## src/ldw_map.svh

```systemverilog
`ifndef LDW_MAP_SVH
`define LDW_MAP_SVH
// Control word field positions.
`define LDW_CW_SHUTDOWN_N   4
`define LDW_CW_RAW          5
`define LDW_CW_HEXA         6
`define LDW_CW_DATA_FOLLOWS 7
// Memory geometry.
`define LDW_DIGITS          8
`define LDW_PTR_LAST        3'h7
// Reset values.
`define LDW_CW_RESET        8'h10
`define LDW_MEM_RESET       8'h00
// Host strobe timing in clock cycles (low phase and high phase).
`define LDW_STROBE_LOW_CYC  4'h4
`define LDW_STROBE_HIGH_CYC 4'h4
`endif

```

## src/ldw_pkg.sv

```systemverilog
package ldw_pkg;
    typedef logic [7:0] ldw_byte_t;
    typedef logic [2:0] ldw_addr_t;
    // Three-level control pin as decoded levels.
    typedef enum logic [1:0] {
        LDW_TRI_LOW   = 2'h0,
        LDW_TRI_FLOAT = 2'h1,
        LDW_TRI_HIGH  = 2'h3
    } ldw_tri_e;
    // Host sequencer states, Gray along the usual path.
    typedef enum logic [1:0] {
        LDW_H_IDLE  = 2'h0,
        LDW_H_SETUP = 2'h1,
        LDW_H_LOW   = 2'h3,
        LDW_H_HIGH  = 2'h2
    } ldw_hstate_e;
endpackage

```

## src/ldw_if.sv

```systemverilog
`timescale 1ns/10ps
// Parallel write bus between host and display driver.
interface ldw_if;
    logic [7:0] input_bus_bits;       // Data/control byte.
    logic [2:0] digit_select_lines;   // Random-access digit address.
    logic       write_n;              // Active-low write strobe.
    logic       mode;                 // High: control word (sequential).
    logic [1:0] tri_level_control_pin;// Decoded three-level control.
    modport host (output input_bus_bits, digit_select_lines, write_n, mode,
                  tri_level_control_pin);
    modport dev  (input input_bus_bits, digit_select_lines, write_n, mode,
                  tri_level_control_pin);
endinterface

```

## src/ldw_dev.sv

```systemverilog
`timescale 1ns/10ps
`include "ldw_map.svh"
// Operation
// - Mode high with strobe low loads control.
// - Control word holds four instruction bits.
// - Data strobes fill next sequential digit.
// - After eight digits, strobes ignored until control.
// - Host rewrites all digits to change one.
// - Random-access control from tri-level pin only.
// - Address plus low strobe stores data there.
// - Addressed write changes only that digit.
// - Mode low during strobe means display data.
// - Lamps: host sends raw, data-follows control first.
// - Raw mode drives outputs from stored bits.
// - Control bits 4..7: shutdown, decode, font, follows.
// - Pin: high hex, float alternate, low shutdown.
// - Shutdown still accepts memory writes.
// - Sequential outputs blank while data written.
module ldw_dev
    import ldw_pkg::*;
(
    input  wire logic       clock_i,      // Clock, 200 MHz.
    input  wire logic       resetn_i,     // Async reset, active low.
    input  wire logic       random_i,     // High: random-access variant.
    input  wire logic [2:0] rd_digit_i,   // Digit to read out.
    output logic [7:0]      rd_byte_o,    // Byte of that digit, decoded unless raw mode.
    output logic            raw_o,        // Raw segment mode.
    output logic            hexa_o,       // Hex font, else alternate.
    output logic            shutdown_o,   // Display sections off.
    output logic            blank_o,      // Display blanked.
    output logic            seq_full_o,   // Not armed: from reset, after a non-follows word, or all eight written.
    output logic [2:0]      seq_ptr_o,    // Next sequential digit.
    ldw_if.dev              bus           // Display write bus.
);
    // ----------------------------------------------------------------
    // Storage and synchroniser stages
    // ----------------------------------------------------------------
    // Pins come from outside and pass two flip-flops first.
    logic [7:0] dat_s1;
    logic [7:0] dat_s2;
    logic [2:0] adr_s1;
    logic [2:0] adr_s2;
    logic       mod_s1;
    logic       mod_s2;
    logic       wrn_s1;
    logic       wrn_s2;
    logic       wrn_s3;
    logic [1:0] tri_s1;
    logic [1:0] tri_s2;
    logic [7:0] mem_q [`LDW_DIGITS];
    logic [7:0] cw_q;
    logic [2:0] ptr_q;
    logic       armed_q;
    logic       fall;
    logic       rd_raw;

    // Decoded formats keep the point bit and the four code bits only.
    function automatic logic [7:0] decoded_byte(input logic [7:0] b);
        return {b[7], 3'h0, b[3:0]};
    endfunction

    // ----------------------------------------------------------------
    // Pin synchronisers
    // ----------------------------------------------------------------
    // Two-stage synchronisers; the third write stage feeds edge detection.
    // Only the second and third stages are read by logic, so a metastable
    // first stage never reaches the write decode. The write stages reset
    // high, the idle strobe level, so no false edge follows reset.
    always_ff @(posedge clock_i or negedge resetn_i) begin
        if (!resetn_i) begin
            dat_s1 <= 8'h00;
            dat_s2 <= 8'h00;
            adr_s1 <= 3'h0;
            adr_s2 <= 3'h0;
            mod_s1 <= 1'b0;
            mod_s2 <= 1'b0;
            wrn_s1 <= 1'b1;
            wrn_s2 <= 1'b1;
            wrn_s3 <= 1'b1;
            tri_s1 <= LDW_TRI_HIGH;
            tri_s2 <= LDW_TRI_HIGH;
        end else begin
            dat_s1 <= bus.input_bus_bits;
            dat_s2 <= dat_s1;
            adr_s1 <= bus.digit_select_lines;
            adr_s2 <= adr_s1;
            mod_s1 <= bus.mode;
            mod_s2 <= mod_s1;
            wrn_s1 <= bus.write_n;
            wrn_s2 <= wrn_s1;
            wrn_s3 <= wrn_s2;
            tri_s1 <= bus.tri_level_control_pin;
            tri_s2 <= tri_s1;
        end
    end

    // ----------------------------------------------------------------
    // Strobe edge detection
    // ----------------------------------------------------------------
    // One write per falling strobe edge; a long low phase writes only once.
    assign fall = wrn_s3 && !wrn_s2;

    // ----------------------------------------------------------------
    // Sequential control word and pointer
    // ----------------------------------------------------------------
    // Control word register for the sequential variant; only the four
    // instruction bits are kept, the low nibble is a don't care.
    always_ff @(posedge clock_i or negedge resetn_i) begin
        if (!resetn_i) begin
            cw_q <= `LDW_CW_RESET;
        end else if (!random_i && fall && mod_s2) begin
            cw_q <= {dat_s2[7:4], 4'h0};
        end
    end

    // Sequential pointer; every control word rewinds it to the first digit.
    // It wraps after the last digit, but by then arming has dropped, so the
    // wrapped value never addresses a write.
    always_ff @(posedge clock_i or negedge resetn_i) begin
        if (!resetn_i) begin
            ptr_q <= 3'h0;
        end else if (!random_i && fall) begin
            if (mod_s2) begin
                ptr_q <= 3'h0;
            end else if (armed_q) begin
                ptr_q <= ptr_q + 3'h1;
            end
        end
    end

    // Arming; a full pass of eight digits disarms further data strobes.
    always_ff @(posedge clock_i or negedge resetn_i) begin
        if (!resetn_i) begin
            armed_q <= 1'b0;
        end else if (!random_i && fall) begin
            if (mod_s2) begin
                armed_q <= dat_s2[`LDW_CW_DATA_FOLLOWS];
            end else if (armed_q && (ptr_q == `LDW_PTR_LAST)) begin
                armed_q <= 1'b0;
            end
        end
    end

    // ----------------------------------------------------------------
    // Display memory
    // ----------------------------------------------------------------
    // Display memory; writes are taken in shutdown too, since only the
    // output sections are switched off there.
    always_ff @(posedge clock_i or negedge resetn_i) begin
        if (!resetn_i) begin
            for (int i = 0; i < `LDW_DIGITS; i++) begin
                mem_q[i] <= `LDW_MEM_RESET;
            end
        end else if (fall) begin
            if (random_i) begin
                mem_q[adr_s2] <= dat_s2;
            end else if (!mod_s2 && armed_q) begin
                mem_q[ptr_q] <= dat_s2;
            end
        end
    end

    // ----------------------------------------------------------------
    // Readout and display modes
    // ----------------------------------------------------------------
    // Raw mode is only reachable in the sequential variant; the random
    // variant always decodes.
    assign rd_raw = !random_i && cw_q[`LDW_CW_RAW];

    // Readout; raw mode passes stored bits straight to the segments.
    always_ff @(posedge clock_i or negedge resetn_i) begin
        if (!resetn_i) begin
            rd_byte_o <= 8'h00;
        end else begin
            rd_byte_o <= rd_raw ? mem_q[rd_digit_i]
                                : decoded_byte(mem_q[rd_digit_i]);
        end
    end

    // Mode outputs from the control word or the three-level pin. The pin
    // acts at once and never waits for a strobe; a low level blanks the
    // display and sets shutdown, while readout keeps decoding and memory keeps taking writes.
    always_ff @(posedge clock_i or negedge resetn_i) begin
        if (!resetn_i) begin
            raw_o      <= 1'b0;
            hexa_o     <= 1'b1;
            shutdown_o <= 1'b0;
            blank_o    <= 1'b0;
        end else if (random_i) begin
            raw_o      <= 1'b0;
            hexa_o     <= (tri_s2 == LDW_TRI_HIGH);
            shutdown_o <= (tri_s2 == LDW_TRI_LOW);
            blank_o    <= (tri_s2 == LDW_TRI_LOW);
        end else begin
            raw_o      <= cw_q[`LDW_CW_RAW];
            hexa_o     <= cw_q[`LDW_CW_HEXA];
            shutdown_o <= !cw_q[`LDW_CW_SHUTDOWN_N];
            blank_o    <= !cw_q[`LDW_CW_SHUTDOWN_N] || (armed_q && !mod_s2);
        end
    end

    // ----------------------------------------------------------------
    // Status outputs
    // ----------------------------------------------------------------
    // Full reads high from reset until a data-follows control word comes,
    // and again once the eighth digit of a pass has been stored.
    assign seq_full_o = !armed_q;
    assign seq_ptr_o  = ptr_q;
endmodule // ldw_dev

```

## src/flat_wrapper.sv

```systemverilog
// flat-port wrapper written by rule: the top's interface ports become plain ports
module ldw_dev_flat import ldw_pkg::*;
  (clock_i, resetn_i, random_i, rd_digit_i, rd_byte_o, raw_o, hexa_o, shutdown_o, blank_o, seq_full_o, seq_ptr_o, bus_input_bus_bits, bus_digit_select_lines, bus_write_n, bus_mode, bus_tri_level_control_pin);
  ldw_if bus_i ();
  input  wire logic clock_i;
  input  wire logic resetn_i;
  input  wire logic random_i;
  input  wire logic [2:0] rd_digit_i;
  output logic [7:0] rd_byte_o;
  output logic raw_o;
  output logic hexa_o;
  output logic shutdown_o;
  output logic blank_o;
  output logic seq_full_o;
  output logic [2:0] seq_ptr_o;
  input wire logic [$bits(bus_i.input_bus_bits)-1:0] bus_input_bus_bits;
  input wire logic [$bits(bus_i.digit_select_lines)-1:0] bus_digit_select_lines;
  input wire logic [$bits(bus_i.write_n)-1:0] bus_write_n;
  input wire logic [$bits(bus_i.mode)-1:0] bus_mode;
  input wire logic [$bits(bus_i.tri_level_control_pin)-1:0] bus_tri_level_control_pin;
  assign bus_i.input_bus_bits = bus_input_bus_bits;
  assign bus_i.digit_select_lines = bus_digit_select_lines;
  assign bus_i.write_n = bus_write_n;
  assign bus_i.mode = bus_mode;
  assign bus_i.tri_level_control_pin = bus_tri_level_control_pin;
  ldw_dev u_core (.clock_i(clock_i), .resetn_i(resetn_i), .random_i(random_i), .rd_digit_i(rd_digit_i), .rd_byte_o(rd_byte_o), .raw_o(raw_o), .hexa_o(hexa_o), .shutdown_o(shutdown_o), .blank_o(blank_o), .seq_full_o(seq_full_o), .seq_ptr_o(seq_ptr_o), .bus(bus_i));
endmodule
```

## config.mk

```make
export PLATFORM = sky130hd
export DESIGN_NAME = ldw_dev_flat
export DESIGN_NICKNAME = d
export VERILOG_FILES = /design/src/ldw_pkg.sv /design/src/ldw_if.sv /design/src/ldw_dev.sv /design/src/flat_wrapper.sv
export VERILOG_INCLUDE_DIRS = /design/src /design/src/src
export SDC_FILE = /design/constraint.sdc
export NUM_CORES = 1
export LEC_CHECK = 0
export ABC_AREA = 1
export BUFFER_PORTS_ARGS = -buffer_cell sky130_fd_sc_hd__buf_2
export CAP_MARGIN = 10
export CELL_PAD_IN_SITES_DETAIL_PLACEMENT = 1
export CELL_PAD_IN_SITES_GLOBAL_PLACEMENT = 1
export CORE_MARGIN = 2
export CORE_UTILIZATION = 35
export CTS_BUF_LIST = sky130_fd_sc_hd__clkbuf_16
export DETAILED_ROUTE_END_ITERATION = 6
export GPL_TIMING_DRIVEN = 0
export PLACE_DENSITY = 0.75
export SYNTH_ARGS = -nofsm -noshare
export SYNTH_HDL_FRONTEND = slang
export SYNTH_SLANG_ARGS = --single-unit
```

## constraint.sdc

```tcl
create_clock -name clock_i -period 1.69 [get_ports clock_i]
set_input_delay 0.0845 -clock clock_i [delete_from_list [all_inputs] [get_ports clock_i]]
set_output_delay 0.0845 -clock clock_i [all_outputs]
set_load 0.005 [all_outputs]
```

; ---- After elaboration in Yosys (flattened, before gate mapping)
; Index checks and enable logic that the tools add are counted.
[word_totals]
register_bits = 114
latchBits = 0
ramBits = 0
rom_bits = 0
input_bits = 21
output_inout_bits = 16
elab_cells = 79
mem_count = 0
[classes]
n_addsub = 1
multipliers = 0
n_div = 0
n_lt_le_gt_ge = 5
n_eq_ne = 2
n_shift = 0
mux = 20
bitwise = 3
reduce_logical = 21
[ops]
columns = operator, n
row1 = $bwmux W64, 2
row2 = $mux W64, 2
row3 = $demux W8 S3, 2
row4 = $mux W8, 4
row5 = $bmux W8 S3, 1
row6 = $ge A4 B4 Y1 const B, 3
row7 = $not A3 Y4, 3
row8 = $logic_and A1 B1 Y1, 8
row9 = $lt A4 B1 Y1 const B, 2
row10 = $mux W7, 1
row11 = $mux W1, 6
row12 = $mux W3, 2
row13 = $reduce_and A2 Y1, 3
row14 = $reduce_bool A2 Y1, 3
row15 = $logic_not A1 Y1, 5
row16 = $add A3 B1 Y3 const B, 1
row17 = $eq A3 B3 Y1 const B, 1
row18 = $eq A2 B2 Y1 const B, 1
row19 = $logic_not A2 Y1, 1
row20 = $logic_or A1 B1 Y1, 1

; ---- Depth between registers and ports, before layout
; Gate-level depths: netlist of the first run.
[depth]
ltp_word = 8
ltp_mapped = 8
ltp_nobuf = 7

; ---- Worst setup path after synthesis of the first run
; OpenSTA, ideal clock, no wires.
[synth_path]
path_kind = register to register
start = reg u_core.wrn_s3
end = reg u_core.mem_q[0] (netlist bit)
setup_time_ps = 117
t_arrival_ps = 1185
required_time_ps = 1573
setup_slack_ps = 388
stages_incl_launch_ff = 7
path_buffers = 1
period_less_slack_ps = 1302
path_cell_list = dfstp_2 nand2_1 a21oi_4 buf_4 nand2_2 nand2_1 nand2_1
[synth_between]
elab_chain_cells = 2
[synth_lines]
columns = item, line
row1 = from (decl), ldw_dev.sv:47  ; logic wrn_s3;
row2 = from (signal assigned), ldw_dev.sv:91  ; wrn_s3 <= wrn_s2;
row3 = $logic_and A1 B1 Y1, ldw_dev.sv:101  ; assign fall = wrn_s3 && !wrn_s2;
row4 = $reduce_and A2 Y1 (no line), --
row5 = "to (signal, indexed assignment)", ldw_dev.sv:152  ; mem_q[i] <= `LDW_MEM_RESET;
row6 = "to (signal, indexed assignment)", ldw_dev.sv:156  ; mem_q[adr_s2] <= dat_s2;
row7 = "to (signal, indexed assignment)", ldw_dev.sv:158  ; mem_q[ptr_q] <= dat_s2;
row8 = to (decl), ldw_dev.sv:50  ; logic [7:0] mem_q [`LDW_DIGITS];
; No other way between the ends.
; A chain may end at the register's enable or synchronous reset.

; ---- Worst setup path after layout of the first run
[layout_path]
start = reg u_core.adr_s2[0]
end = reg u_core.mem_q[44] (netlist bit)
[layout_between]
elab_chain_cells = 7
word_cells_on_any_way = 8
cone_classes = 2 x order compare / 4 x mux / 1 x bitwise / 1 x reduce/logical
[layout_lines]
columns = item, line
row1 = from (decl), ldw_dev.sv:42  ; logic [2:0] adr_s2;
row2 = from (signal assigned), ldw_dev.sv:86  ; adr_s2 <= adr_s1;
row3 = $not A3 Y4 (implied by the code) (*), ldw_dev.sv:156
row4 = $ge A4 B4 Y1 (implied by the code) or $lt A4 B1 Y1 (tied branches), ldw_dev.sv:156
row5 = $logic_and A1 B1 Y1 (implied by the code), ldw_dev.sv:156
row6 = $mux W8 (implied by the code), ldw_dev.sv:156
row7 = $demux W8 S3 (*), ldw_dev.sv:156
row8 = $bwmux W64 (*), ldw_dev.sv:156
row9 = $mux W64 (*), ldw_dev.sv:155  ; if (random_i) begin
; Every way passes the cells marked *; elsewhere a longest branch is shown, timed or not.

==> impl_metrics.csv, run 1 <==
group,metric,value,unit
clock_tree,htree_levels,4,
grt,grt_first_pass_wirelength,23600,um
grt,grt_usage,21.4,%
clock_tree,clk_latency,430,ps
setup_path,reg2reg_slack,110,ps
setup_path,r2r_cells,6,
setup_path,cp.required,1990,ps
logic_synthesis,postSynthCellCount,580,
clock_tree,cts.path.max_buffers,2,
floorplanning,row_count,43,
setup_path,path_delay_family,"simple AND/OR/NAND/NOR gates",
logic_synthesis,synth_top_area_share,53.9,%
logic_synthesis,synth_nets,603,
sta,slew_headroom,40.0,%
sta,setup_viol,0,
grt,grt.busiest_layer,"met2",
floorplanning,io_pins,37,
logic_synthesis,syn_avg_cell_area,8.41,sq um
detailed_routing,first_pass_iters,4,
setup_path,start_kind,"flip-flop",
logic_synthesis,synth.area.top_cells,"dfrtp_1 54%, nand2_1 16%, nand3_1 8.2%",
job,cap_violations,0,
detailed_routing,drc,0,
power_and_ir_drop,finalPower,8660,uW
setup_path,r2r_end,"u_core.mem_q[44]",
floorplanning,dieArea,0.0149,sq mm
clock_tree,tritoncts,"done",
floorplanning,start_util,35.4,%
power_and_ir_drop,p_leak,0.00318,uW
detailed_routing,routed-via-count,4220,
grt,use_met2,36.6,%
logic_synthesis,synth-warning-count,0,
setup_path,path_depth,6,
detailed_routing,wl_per_cell,17.2,um
grt,grt_max_degree,69,
min_path,hp-class,"in2reg",
sta,period_minus_slack,1580,ps
setup_path,cp_slowest_cell,"dfrtp_1",
logic_synthesis,synth_cell_type_count,22,
setup_path,critPathBufInv,1,
setup_path,cp-endpoint,"u_core.mem_q[44]",
placed_design,pre_cts_ws,-11.7,ps
logic_synthesis,ys_seq_elements,114,
final_layout,fill_cells,1671,
clock_tree,cts_made_buffers,17,
setup_path,critical_path.startpoint,"u_core.adr_s2[0]",
floorplanning,coreArea,0.0138,sq mm
clock_tree,cts_root_buf,"clkbuf_16",
clock_tree,clkTransAtPathRegs,60,ps
placed_design,place_hpwl,9520,um
power_and_ir_drop,ir_drop,0.000688,V
grt,grt_pass1_vias,4599,
detailed_routing,drt-total-wl,14500,um
clock_tree,clkSinkCount,114,
grt,globalRouteMet1Util,25.5,%
setup_path,endpoint_kind,"flip-flop",
power_and_ir_drop,power-per-cell-area,1410,mW/mm^2
setup_path,reg2reg_from,"u_core.adr_s2[0]",
placed_design,placement.io_buffers,34,
final_layout,layout-drive-gt1-share,16.1,%
final_layout,syn2layout_area_growth,26.3,%
sta,tightest_slew,900,ps
detailed_routing,vias_per_cell,4.99,
sta,timing.fmax,631,MHz
placed_design,dp.cells,795,
grt,antenna_found_initial,0,
setup_path,critPathArrivalTime,1890,ps
detailed_routing,drtAntennaViolNets,0,
sta,maxSlewViolCount,0,
setup_path,path_cells,"inv_1, nand2_1, o21ai_4, nand2_2, nand2_1, nand2_1",
sta,period_share,93.7,%
placed_design,gp_congestion,0.893,
sta,hold_violations,0,
sta,clock_skew,12.6,ps
floorplanning,chipHeight,122,um
run_status,status,"finished, final reports clean",
grt,grt_use_met3,4.21,%
logic_synthesis,yosysSeqAreaShare,58.7,%
logic_synthesis,syn_area,0.00488,sq mm
setup_path,critPathKind,"reg2reg",
sta,setup_ws,106,ps
detailed_routing,first_iter_violations,189,
final_layout,fin_cells,845,
grt,gr-total-overflow,0,
final_layout,antennaDiodeCount,0,
setup_path,path_max_fanout,9,
setup_path,critical-path-max-stage-delay,410,ps
setup_path,path_common_cell,"nand2_1",
final_layout,nNetsFinal,675,
floorplanning,die_w,122,um
logic_synthesis,yosys.area.top_type,"dfrtp_1",
## tightest hold or removal path, cell delays in order
cell and delay (ps):
buf_2 150, inv_2 80, nand2_1 90, nand2_1 60
## layer usage
metal | part of all wire [%] | up-vias | wire length (um)
met4 | 2.8 | 0 | 402
met3 | 3.8 | 30 | 544
met2 | 51 | 89 | 7440
met5 | 0 | - | 0
met1 | 42 | 2124 | 6110
li1 | - | 1977 | -
## Yosys cell counts (all sizes together)
cell / number
nand4: 9
buf: 21
nand2: 218
o21bai: 1
inv: 40
ha: 2
nor2: 54
o21a: 1
dfstp: 9
o21ai: 32
dfrtp: 105
a21oi: 2
clkbuf: 6
nand3: 80
## registers in the layout, indices dropped and copies added (netlist names), 3 cells and up
register	cells
u_core.rd_byte_o	8
u_core.adr_s2	3
u_core.dat_s2	8
u_core.cw_q	3
u_core.mem_q	64
u_core.adr_s1	3
u_core.seq_ptr_o	3
u_core.dat_s1	8
## worst min-delay path by stage
| stage | from | endpoint | slack [ps] | cells after the start |
|---|---|---|---|---|
| 2_1_floorplan | resetn_i | u_core.adr_s1[0] | -210 | 0 |
| 3_3_place_gp | bus_tri_level_control_pin[1] | u_core.tri_s1[1] | 190 | 1 |
| 3_5_place_dp | bus_mode | u_core.mod_s1 | 190 | 1 |
| 4_1_cts | random_i | u_core.hexa_o | 20 | 4 |
| 5_1_grt | random_i | u_core.hexa_o | 70 | 4 |
| 6_report | random_i | u_core.hexa_o | 40 | 4 |
## area by class of cell
class	count	area, sq um	area share [%]
flip-flops and latches	114	2870	46.5
well taps	180	225	3.66
clock buffers	17	425	6.91
inverters	40	150	2.44
repair buffers	53	375	6.09
plain buffers	27	140	2.28
multi-input cells	399	1800	29.3
clock inverters	15	174	2.82
## kinds of logic (layout without fill, tap and decap cells)
| family | count (synthesis) | after routing | share of synthesized area [%] |
|---|---|---|---|
| and+or+nand+nor | 361 | 361 | 30.6 |
| DFF | 114 | 114 | 58.7 |
| buffers and inverters | 67 | 152 | 5.64 |
| AOI/OAI and AO/OA | 36 | 36 | 4.49 |
| adders and majority gates | 2 | 2 | 0.513 |
## per-stage QoR
stage	utilization, %	area [sq um]	hold slack [ps]	setup TNS, ps
final	44.7	6160	43.3	0
after CTS	44.2	6090	22.1	0
after global placement	38.3	5270	189	-84940
after global routing	44.7	6160	71.2	-4.24
after floorplan	-	4880	-211	0
after detailed placement	38.5	5300	195	-11.7
## timing repair
| item | in CTS | in global routing |
|---|---|---|
| resized for setup | 3 | 18 |
| setup endpoints to repair | 13 | 67 |
| buffers inserted | 2 | 0 |
| endpoints found under the hold margin | 82 | 0 |
| hold buffers | 16 | 0 |
| pin swaps | 1 | 1 |
## report_power, final
group	internal, uW	switching (uW)	total (uW)
clock network	2420	1250	3670
registers	3300	328	3630
logic	483	873	1360
## layout by cell type (no fill, tap or decap)
cell type      Yosys  layout
a21oi_4            1       1
o21ai_0           22      22
clkbuf_16          0      17
buf_2             10      40
a21oi_1            1       1
nor2_2             0       2
dfstp_2            9       9
nor2_1            54      52
buf_16             0       1
o21ai_4            0       5
nand2_4            0       2
o21ai_2            6       1
inv_1             37      39
nand3_1           80      79
dlygate4sd3_1      0      16
clkinv_2           0       1
o21bai_1           1       1
clkinv_1           0       5
inv_2              3       3
bufinv_16          0       4
o21a_1             1       1
nand3_2            0       1
dfrtp_2            0       1
dfrtp_1          105     104
clkbuf_4           0       1
buf_8              0       1
nand2_2            7       8
nand4_1            9       9
buf_6              1       1
clkinvlp_4         0       3
buf_4              1       5
clkbuf_1           6       6
buf_1              9       9
ha_1               2       2
o21ai_1            4       4
nand2_1          211     208
(Power assumes the default switching activity.)
==> run 2: changes to the inputs <==
Settings changed: PLACE_DENSITY 0.75 to 0.77.
Clock period 1.69 ns to 1.45 ns, I/O delays scaled along.
==> impl_metrics.csv, run 2 (synthesized netlist as in run 1, its figures left out) <==
group,metric,value,unit
grt,antenna_found_initial,0,
detailed_routing,first_iter_violations,308,
placed_design,placement.io_buffers,34,
floorplanning,die_w,122,um
clock_tree,cts.path.max_buffers,2,
final_layout,fin_cells,863,
detailed_routing,drt-total-wl,15400,um
detailed_routing,drtAntennaViolNets,0,
final_layout,largest_register,"u_core.mem_q",
placed_design,placed_cell_area,0.00530,sq mm
sta,timing.fmax,702,MHz
setup_path,path_max_fanout,8,
min_path,hold-path-endpoint,"u_core.rd_byte_o[6]",
sta,hold_violations,0,
clock_tree,cts_root_buf,"clkbuf_16",
setup_path,cp.required,1800,ps
setup_path,endpoint_kind,"flip-flop",
final_layout,layout-drive-gt1-share,19.8,%
final_layout,nNetsFinal,693,
final_layout,largest_reg_flops,64,
sta,slew_headroom,58.7,%
placed_design,dp.cells,795,
detailed_routing,first_pass_iters,5,
clock_tree,htree_levels,4,
final_layout,final_area,0.00651,sq mm
setup_path,path_common_cell,"buf_12",
sta,setup_viol,0,
power_and_ir_drop,p_leak,0.00338,uW
job,cap_violations,0,
sta,period_share,98.2,%
setup_path,path_cells,"nand2_2, a21oi_4, buf_12, buf_12, clkbuf_16, nand3_1, nand2_1",
floorplanning,start_util,35.4,%
final_layout,antennaDiodeCount,0,
setup_path,start_kind,"flip-flop",
setup_path,cp_slowest_cell,"dfstp_2",
final_layout,layout_commonest_cell,"nand2_1",
sta,clock_skew,8.14,ps
clock_tree,cts_made_buffers,17,
grt,gr-total-overflow,0,
setup_path,reg2reg_slack,30,ps
final_layout,layout_common_cells,"203 x nand2_1, 101 x dfrtp_1, 79 x nand3_1",
power_and_ir_drop,finalPower,10300,uW
setup_path,critical-path-max-stage-delay,520,ps
floorplanning,row_count,43,
detailed_routing,drc,0,
final_layout,syn2layout_area_growth,33.5,%
setup_path,critPathKind,"reg2reg",
run_status,status,"finished, final reports clean",
floorplanning,io_pins,37,
grt,grt_pass1_vias,4576,
sta,grt_setup_unrepaired,"true",
clock_tree,tritoncts,"done",
min_path,hold_start,"rd_digit_i[2]",
placed_design,gp_congestion,0.881,
power_and_ir_drop,power-per-cell-area,1580,mW/mm^2
grt,grt_first_pass_wirelength,23500,um
setup_path,r2r_end,"u_core.mem_q[56]",
min_path,hp-class,"in2reg",
detailed_routing,routed-via-count,4362,
detailed_routing,vias_per_cell,5.05,
setup_path,critPathArrivalTime,1780,ps
clock_tree,clkSinkCount,114,
placed_design,pre_cts_ws,-195,ps
min_path,min_path_cells,4,
placed_design,place_hpwl,9440,um
detailed_routing,wl_per_cell,17.8,um
clock_tree,clk_latency,420,ps
setup_path,critPathBufInv,3,
grt,grt_max_degree,68,
sta,tightest_slew,620,ps
floorplanning,dieArea,0.0149,sq mm
sta,setup_tns,0,ps
floorplanning,chipHeight,122,um
setup_path,path_delay_family,"flip-flops",
sta,period_minus_slack,1420,ps
setup_path,r2r_cells,7,
grt,grt_usage,21.0,%
power_and_ir_drop,ir_drop,0.000905,V
sta,maxSlewViolCount,0,
clock_tree,clkTransAtPathRegs,50,ps
sta,setup_ws,26.3,ps
floorplanning,coreArea,0.0138,sq mm
setup_path,reg2reg_from,"u_core.wrn_s3",
run 2: cell types whose count changed in the layout (fill, tap and decap cells not counted), sizes merged:
cell,delta
buf,+15
clkbuf,+3
clkinvlp,-1
inv,+1
run 2: power by group:
part	total (uW)	switching [uW]	internal [uW]
sequential	4250	396	3860
combinational	1780	1090	690
clock	4270	1450	2820
run 2: tightest hold or removal path: stages:
cell	delay, ps
buf_2	140
nand3_1	100
nand2_1	60
nor2_1	30
run 2: metal layers:
layer / global-route usage, % / vias up / routed length (um) / part of all wire, %
met2: 37.0 / 111 / 8060 / 52
met1: 24.5 / 2193 / 6260 / 41
li1: - / 2023 / - / -
met4: 9.05 / 0 / 395 / 2.6
met5: 0 / - / 0 / 0
met3: 4.82 / 35 / 664 / 4.3
run 2: timing repair:
item	in CTS	in global routing
hold buffers	16	0
resized for setup	38	16
pin swaps	6	11
endpoints found under the setup margin	67	67
buffers inserted	10	7
endpoints found under the hold margin	62	0
cloned	0	4
run 2: final cells by class:
cell class,count,area [sq um]
Buffer,26,175
Clock buffer,17,425
Clock inverter,15,175
Fill cell,1639,7260
Inverter,40,150
Multi-Input combinational cell,399,1870
Sequential cell,114,2870
Tap cell,180,225
Timing Repair Buffer,72,626
run 2: how the worst max path moves through the flow:
stage	from	to	slack, ps	depth (start not counted)
5_1_grt	u_core.wrn_s3	u_core.mem_q[37]	-30	7
3_3_place_gp	resetn_i	u_core.armed_q	-1000	1
6_report	u_core.wrn_s3	u_core.mem_q[56]	30	7
3_5_place_dp	u_core.seq_ptr_o[0]	u_core.mem_q[22]	-190	7
2_1_floorplan	u_core.wrn_s3	u_core.mem_q[0]	150	6
4_1_cts	u_core.adr_s2[2]	u_core.mem_q[39]	-30	6
run 2: through the flow:
stage / hold WS, ps / utilization, %
floorplan: -223 / -
global route: 34.6 / 47.3
detailed placement: 126 / 38.5
global placement: 178 / 38.3
CTS: 15.5 / 45.6
finish: 32.5 / 47.3
==> run 3: changes to the inputs <==
--- a/config.mk
+++ b/config.mk
@@ -8,5 +8,5 @@
 export LEC_CHECK = 0
 export ABC_AREA = 1
-export BUFFER_PORTS_ARGS = -buffer_cell sky130_fd_sc_hd__buf_2
+export BUFFER_PORTS_ARGS = -buffer_cell sky130_fd_sc_hd__buf_4
 export CAP_MARGIN = 10
 export CELL_PAD_IN_SITES_DETAIL_PLACEMENT = 1
==> constraint.sdc (replaced) <==
create_clock -name clock_i -period 1.45 [get_ports clock_i]
set_input_delay 0.0725 -clock clock_i [delete_from_list [all_inputs] [get_ports clock_i]]
set_output_delay 0.0725 -clock clock_i [all_outputs]
set_load 0.05 [all_outputs]
==> impl_metrics.csv, run 3 (synthesized netlist as in run 1, its figures left out) <==
group,metric,value,unit
run_status,status,"complete, but fails checks",
run_status,violations,"setup timing",
setup_path,reg2reg_slack,-60,ps
clock_tree,htree_levels,4,
setup_path,critPathKind,"reg2reg",
sta,timing.fmax,662,MHz
detailed_routing,first_iter_violations,269,
placed_design,place_hpwl,9390,um
final_layout,syn2layout_area_growth,34.0,%
floorplanning,io_pins,37,
clock_tree,clkSinkCount,114,
final_layout,layout_common_cells,"175 x nand2_1, 101 x dfrtp_1, 76 x nand3_1",
floorplanning,dieArea,0.0149,sq mm
job,cap_violations,0,
detailed_routing,wl_per_cell,17.3,um
final_layout,nNetsFinal,689,
grt,grt_usage,21.5,%
sta,grt_setup_unrepaired,"true",
placed_design,pre_cts_ws,-224,ps
sta,setup_ws,-59.5,ps
power_and_ir_drop,p_int,6910,uW
final_layout,antennaDiodeCount,0,
placed_design,placement.io_buffers,34,
setup_path,cp.required,1740,ps
detailed_routing,first_pass_iters,5,
setup_path,cp_slowest_cell,"dfstp_2",
power_and_ir_drop,swShare,31.6,%
final_layout,layout-drive-gt1-share,23.3,%
sta,setup_viol,51,
sta,tightest_slew,864,ps
power_and_ir_drop,pwr-share-seq,42.4,%
floorplanning,row_count,43,
clock_tree,clkTransAtPathRegs,50,ps
sta,hold_violations,0,
sta,period_share,104,%
power_and_ir_drop,ir_drop,0.000844,V
setup_path,r2r_cells,6,
power_and_ir_drop,power-per-cell-area,1540,mW/mm^2
setup_path,critPathArrivalTime,1800,ps
min_path,hold-path-endpoint,"u_core.rd_byte_o[6]",
detailed_routing,drc,0,
power_and_ir_drop,p_leak,0.00328,uW
setup_path,reg2reg_from,"u_core.wrn_s3",
setup_path,start_kind,"flip-flop",
setup_path,path_cells,"nand2_4, a21oi_4, buf_12, nand2_8, nand2_2, nand2_1",
sta,clock_skew,9.52,ps
sta,period_minus_slack,1510,ps
floorplanning,die_w,122,um
grt,antenna_found_initial,0,
power_and_ir_drop,pwr-share-comb,21.1,%
grt,grt_first_pass_wirelength,24100,um
sta,slew_headroom,42.4,%
min_path,hp-class,"in2reg",
clock_tree,clk_latency,420,ps
power_and_ir_drop,switching_power,3190,uW
floorplanning,coreArea,0.0138,sq mm
grt,grt_max_degree,68,
setup_path,critPathBufInv,1,
detailed_routing,drtAntennaViolNets,0,
setup_path,critical-path-max-stage-delay,550,ps
sta,maxSlewViolCount,0,
placed_design,gp_congestion,0.882,
clock_tree,cts_root_buf,"clkbuf_16",
setup_path,r2r_end,"u_core.mem_q[39]",
final_layout,layout_commonest_cell,"nand2_1",
clock_tree,cts_made_buffers,17,
min_path,hold_start,"rd_digit_i[2]",
detailed_routing,routed-via-count,4336,
floorplanning,chipHeight,122,um
clock_tree,cts.path.max_buffers,2,
grt,gr-total-overflow,0,
setup_path,endpoint_kind,"flip-flop",
min_path,min_path_cells,4,
grt,grt_pass1_vias,4715,
setup_path,path_delay_family,"flip-flops",
final_layout,final_core_util,47.5,%
clock_tree,tritoncts,"done",
detailed_routing,vias_per_cell,5.05,
final_layout,largest_register,"u_core.mem_q",
floorplanning,start_util,35.4,%
setup_path,path_max_fanout,8,
final_layout,largest_reg_flops,64,
detailed_routing,drt-total-wl,14900,um
power_and_ir_drop,p_clk_share,36.5,%
run 3: changes by cell type in the layout (fill, tap and decap cells not counted), moves of 4 or more:
cell / change
buf_2: -32
buf_4: +29
nand2_1: -28
nand2_2: +26
buf_6: +7
nand2_8: +5
buf_8: -4
clkbuf_16: -4
run 3: how the worst max path moves through the flow:
stage | depth (start not counted) | start | end | slack, ps
3_5_place_dp | 7 | u_core.mod_s2 | u_core.mem_q[34] | -220
3_3_place_gp | 7 | u_core.mod_s2 | u_core.mem_q[47] | -130
2_1_floorplan | 7 | u_core.seq_ptr_o[0] | u_core.mem_q[16] | 20
6_report | 6 | u_core.wrn_s3 | u_core.mem_q[39] | -60
4_1_cts | 5 | u_core.wrn_s3 | u_core.mem_q[2] | 5
5_1_grt | 5 | u_core.wrn_s3 | u_core.mem_q[4] | -100
run 3: tightest hold or removal path, delay by kind of cell:
family                 cells  cell delay (ps)
buffers and inverters      1              110
and+or+nand+nor            3              200
run 3: final cells by class:
cell class              instances  area [sq um]
fillers                      1622          7240
flip-flops and latches        114          2870
multi-input cells             399          2010
repair buffers                 67           602
clock buffers                  17           425
well taps                     180           225
plain buffers                  27           165
inverters                      40           150
clock inverters                15          91.3
run 3: power by group through the flow:
stage	clock network, uW	registers (uW)	logic (uW)
4_1_cts	3730	4230	1970
2_1_floorplan	0	4400	999
5_1_grt	3910	4360	2390
3_5_place_dp	0	4270	1790
3_3_place_gp	0	4230	1690
6_report	3690	4280	2130
run 3: metal layers:
metal | vias to the layer above | global-route usage, % | share of wire, %
li1 | 2005 | - | -
met1 | 2208 | 25.6 | 41
met2 | 95 | 37.2 | 53
met3 | 28 | 4.31 | 3.9
met4 | 0 | 9.99 | 2.4
met5 | - | 0 | 0
run 3: what timing repair did:
action / 4_1_cts / 5_1_grt
hold buffers: 17 / 0
hold endpoints to repair: 82 / 0
resized for setup: 31 / 53
endpoints found under the setup margin: 70 / 68
setup buffers: 13 / 2
pin swaps: 6 / 5
run 3: stage by stage:
step | instances | TNS [ps] | cell area, sq um | power [uW] | hold slack, ps
6_report | 859 | -1100 | 6540 | 10100 | 31.1
5_1_grt | 859 | -4000 | 6540 | 10700 | 27.8
4_1_cts | 857 | 0 | 6320 | 9930 | 7.74
3_5_place_dp | 795 | -11790 | 5390 | 6060 | 182
3_3_place_gp | 794 | -6840 | 5360 | 5920 | 181
2_1_floorplan | 580 | 0 | 4880 | 5400 | -223
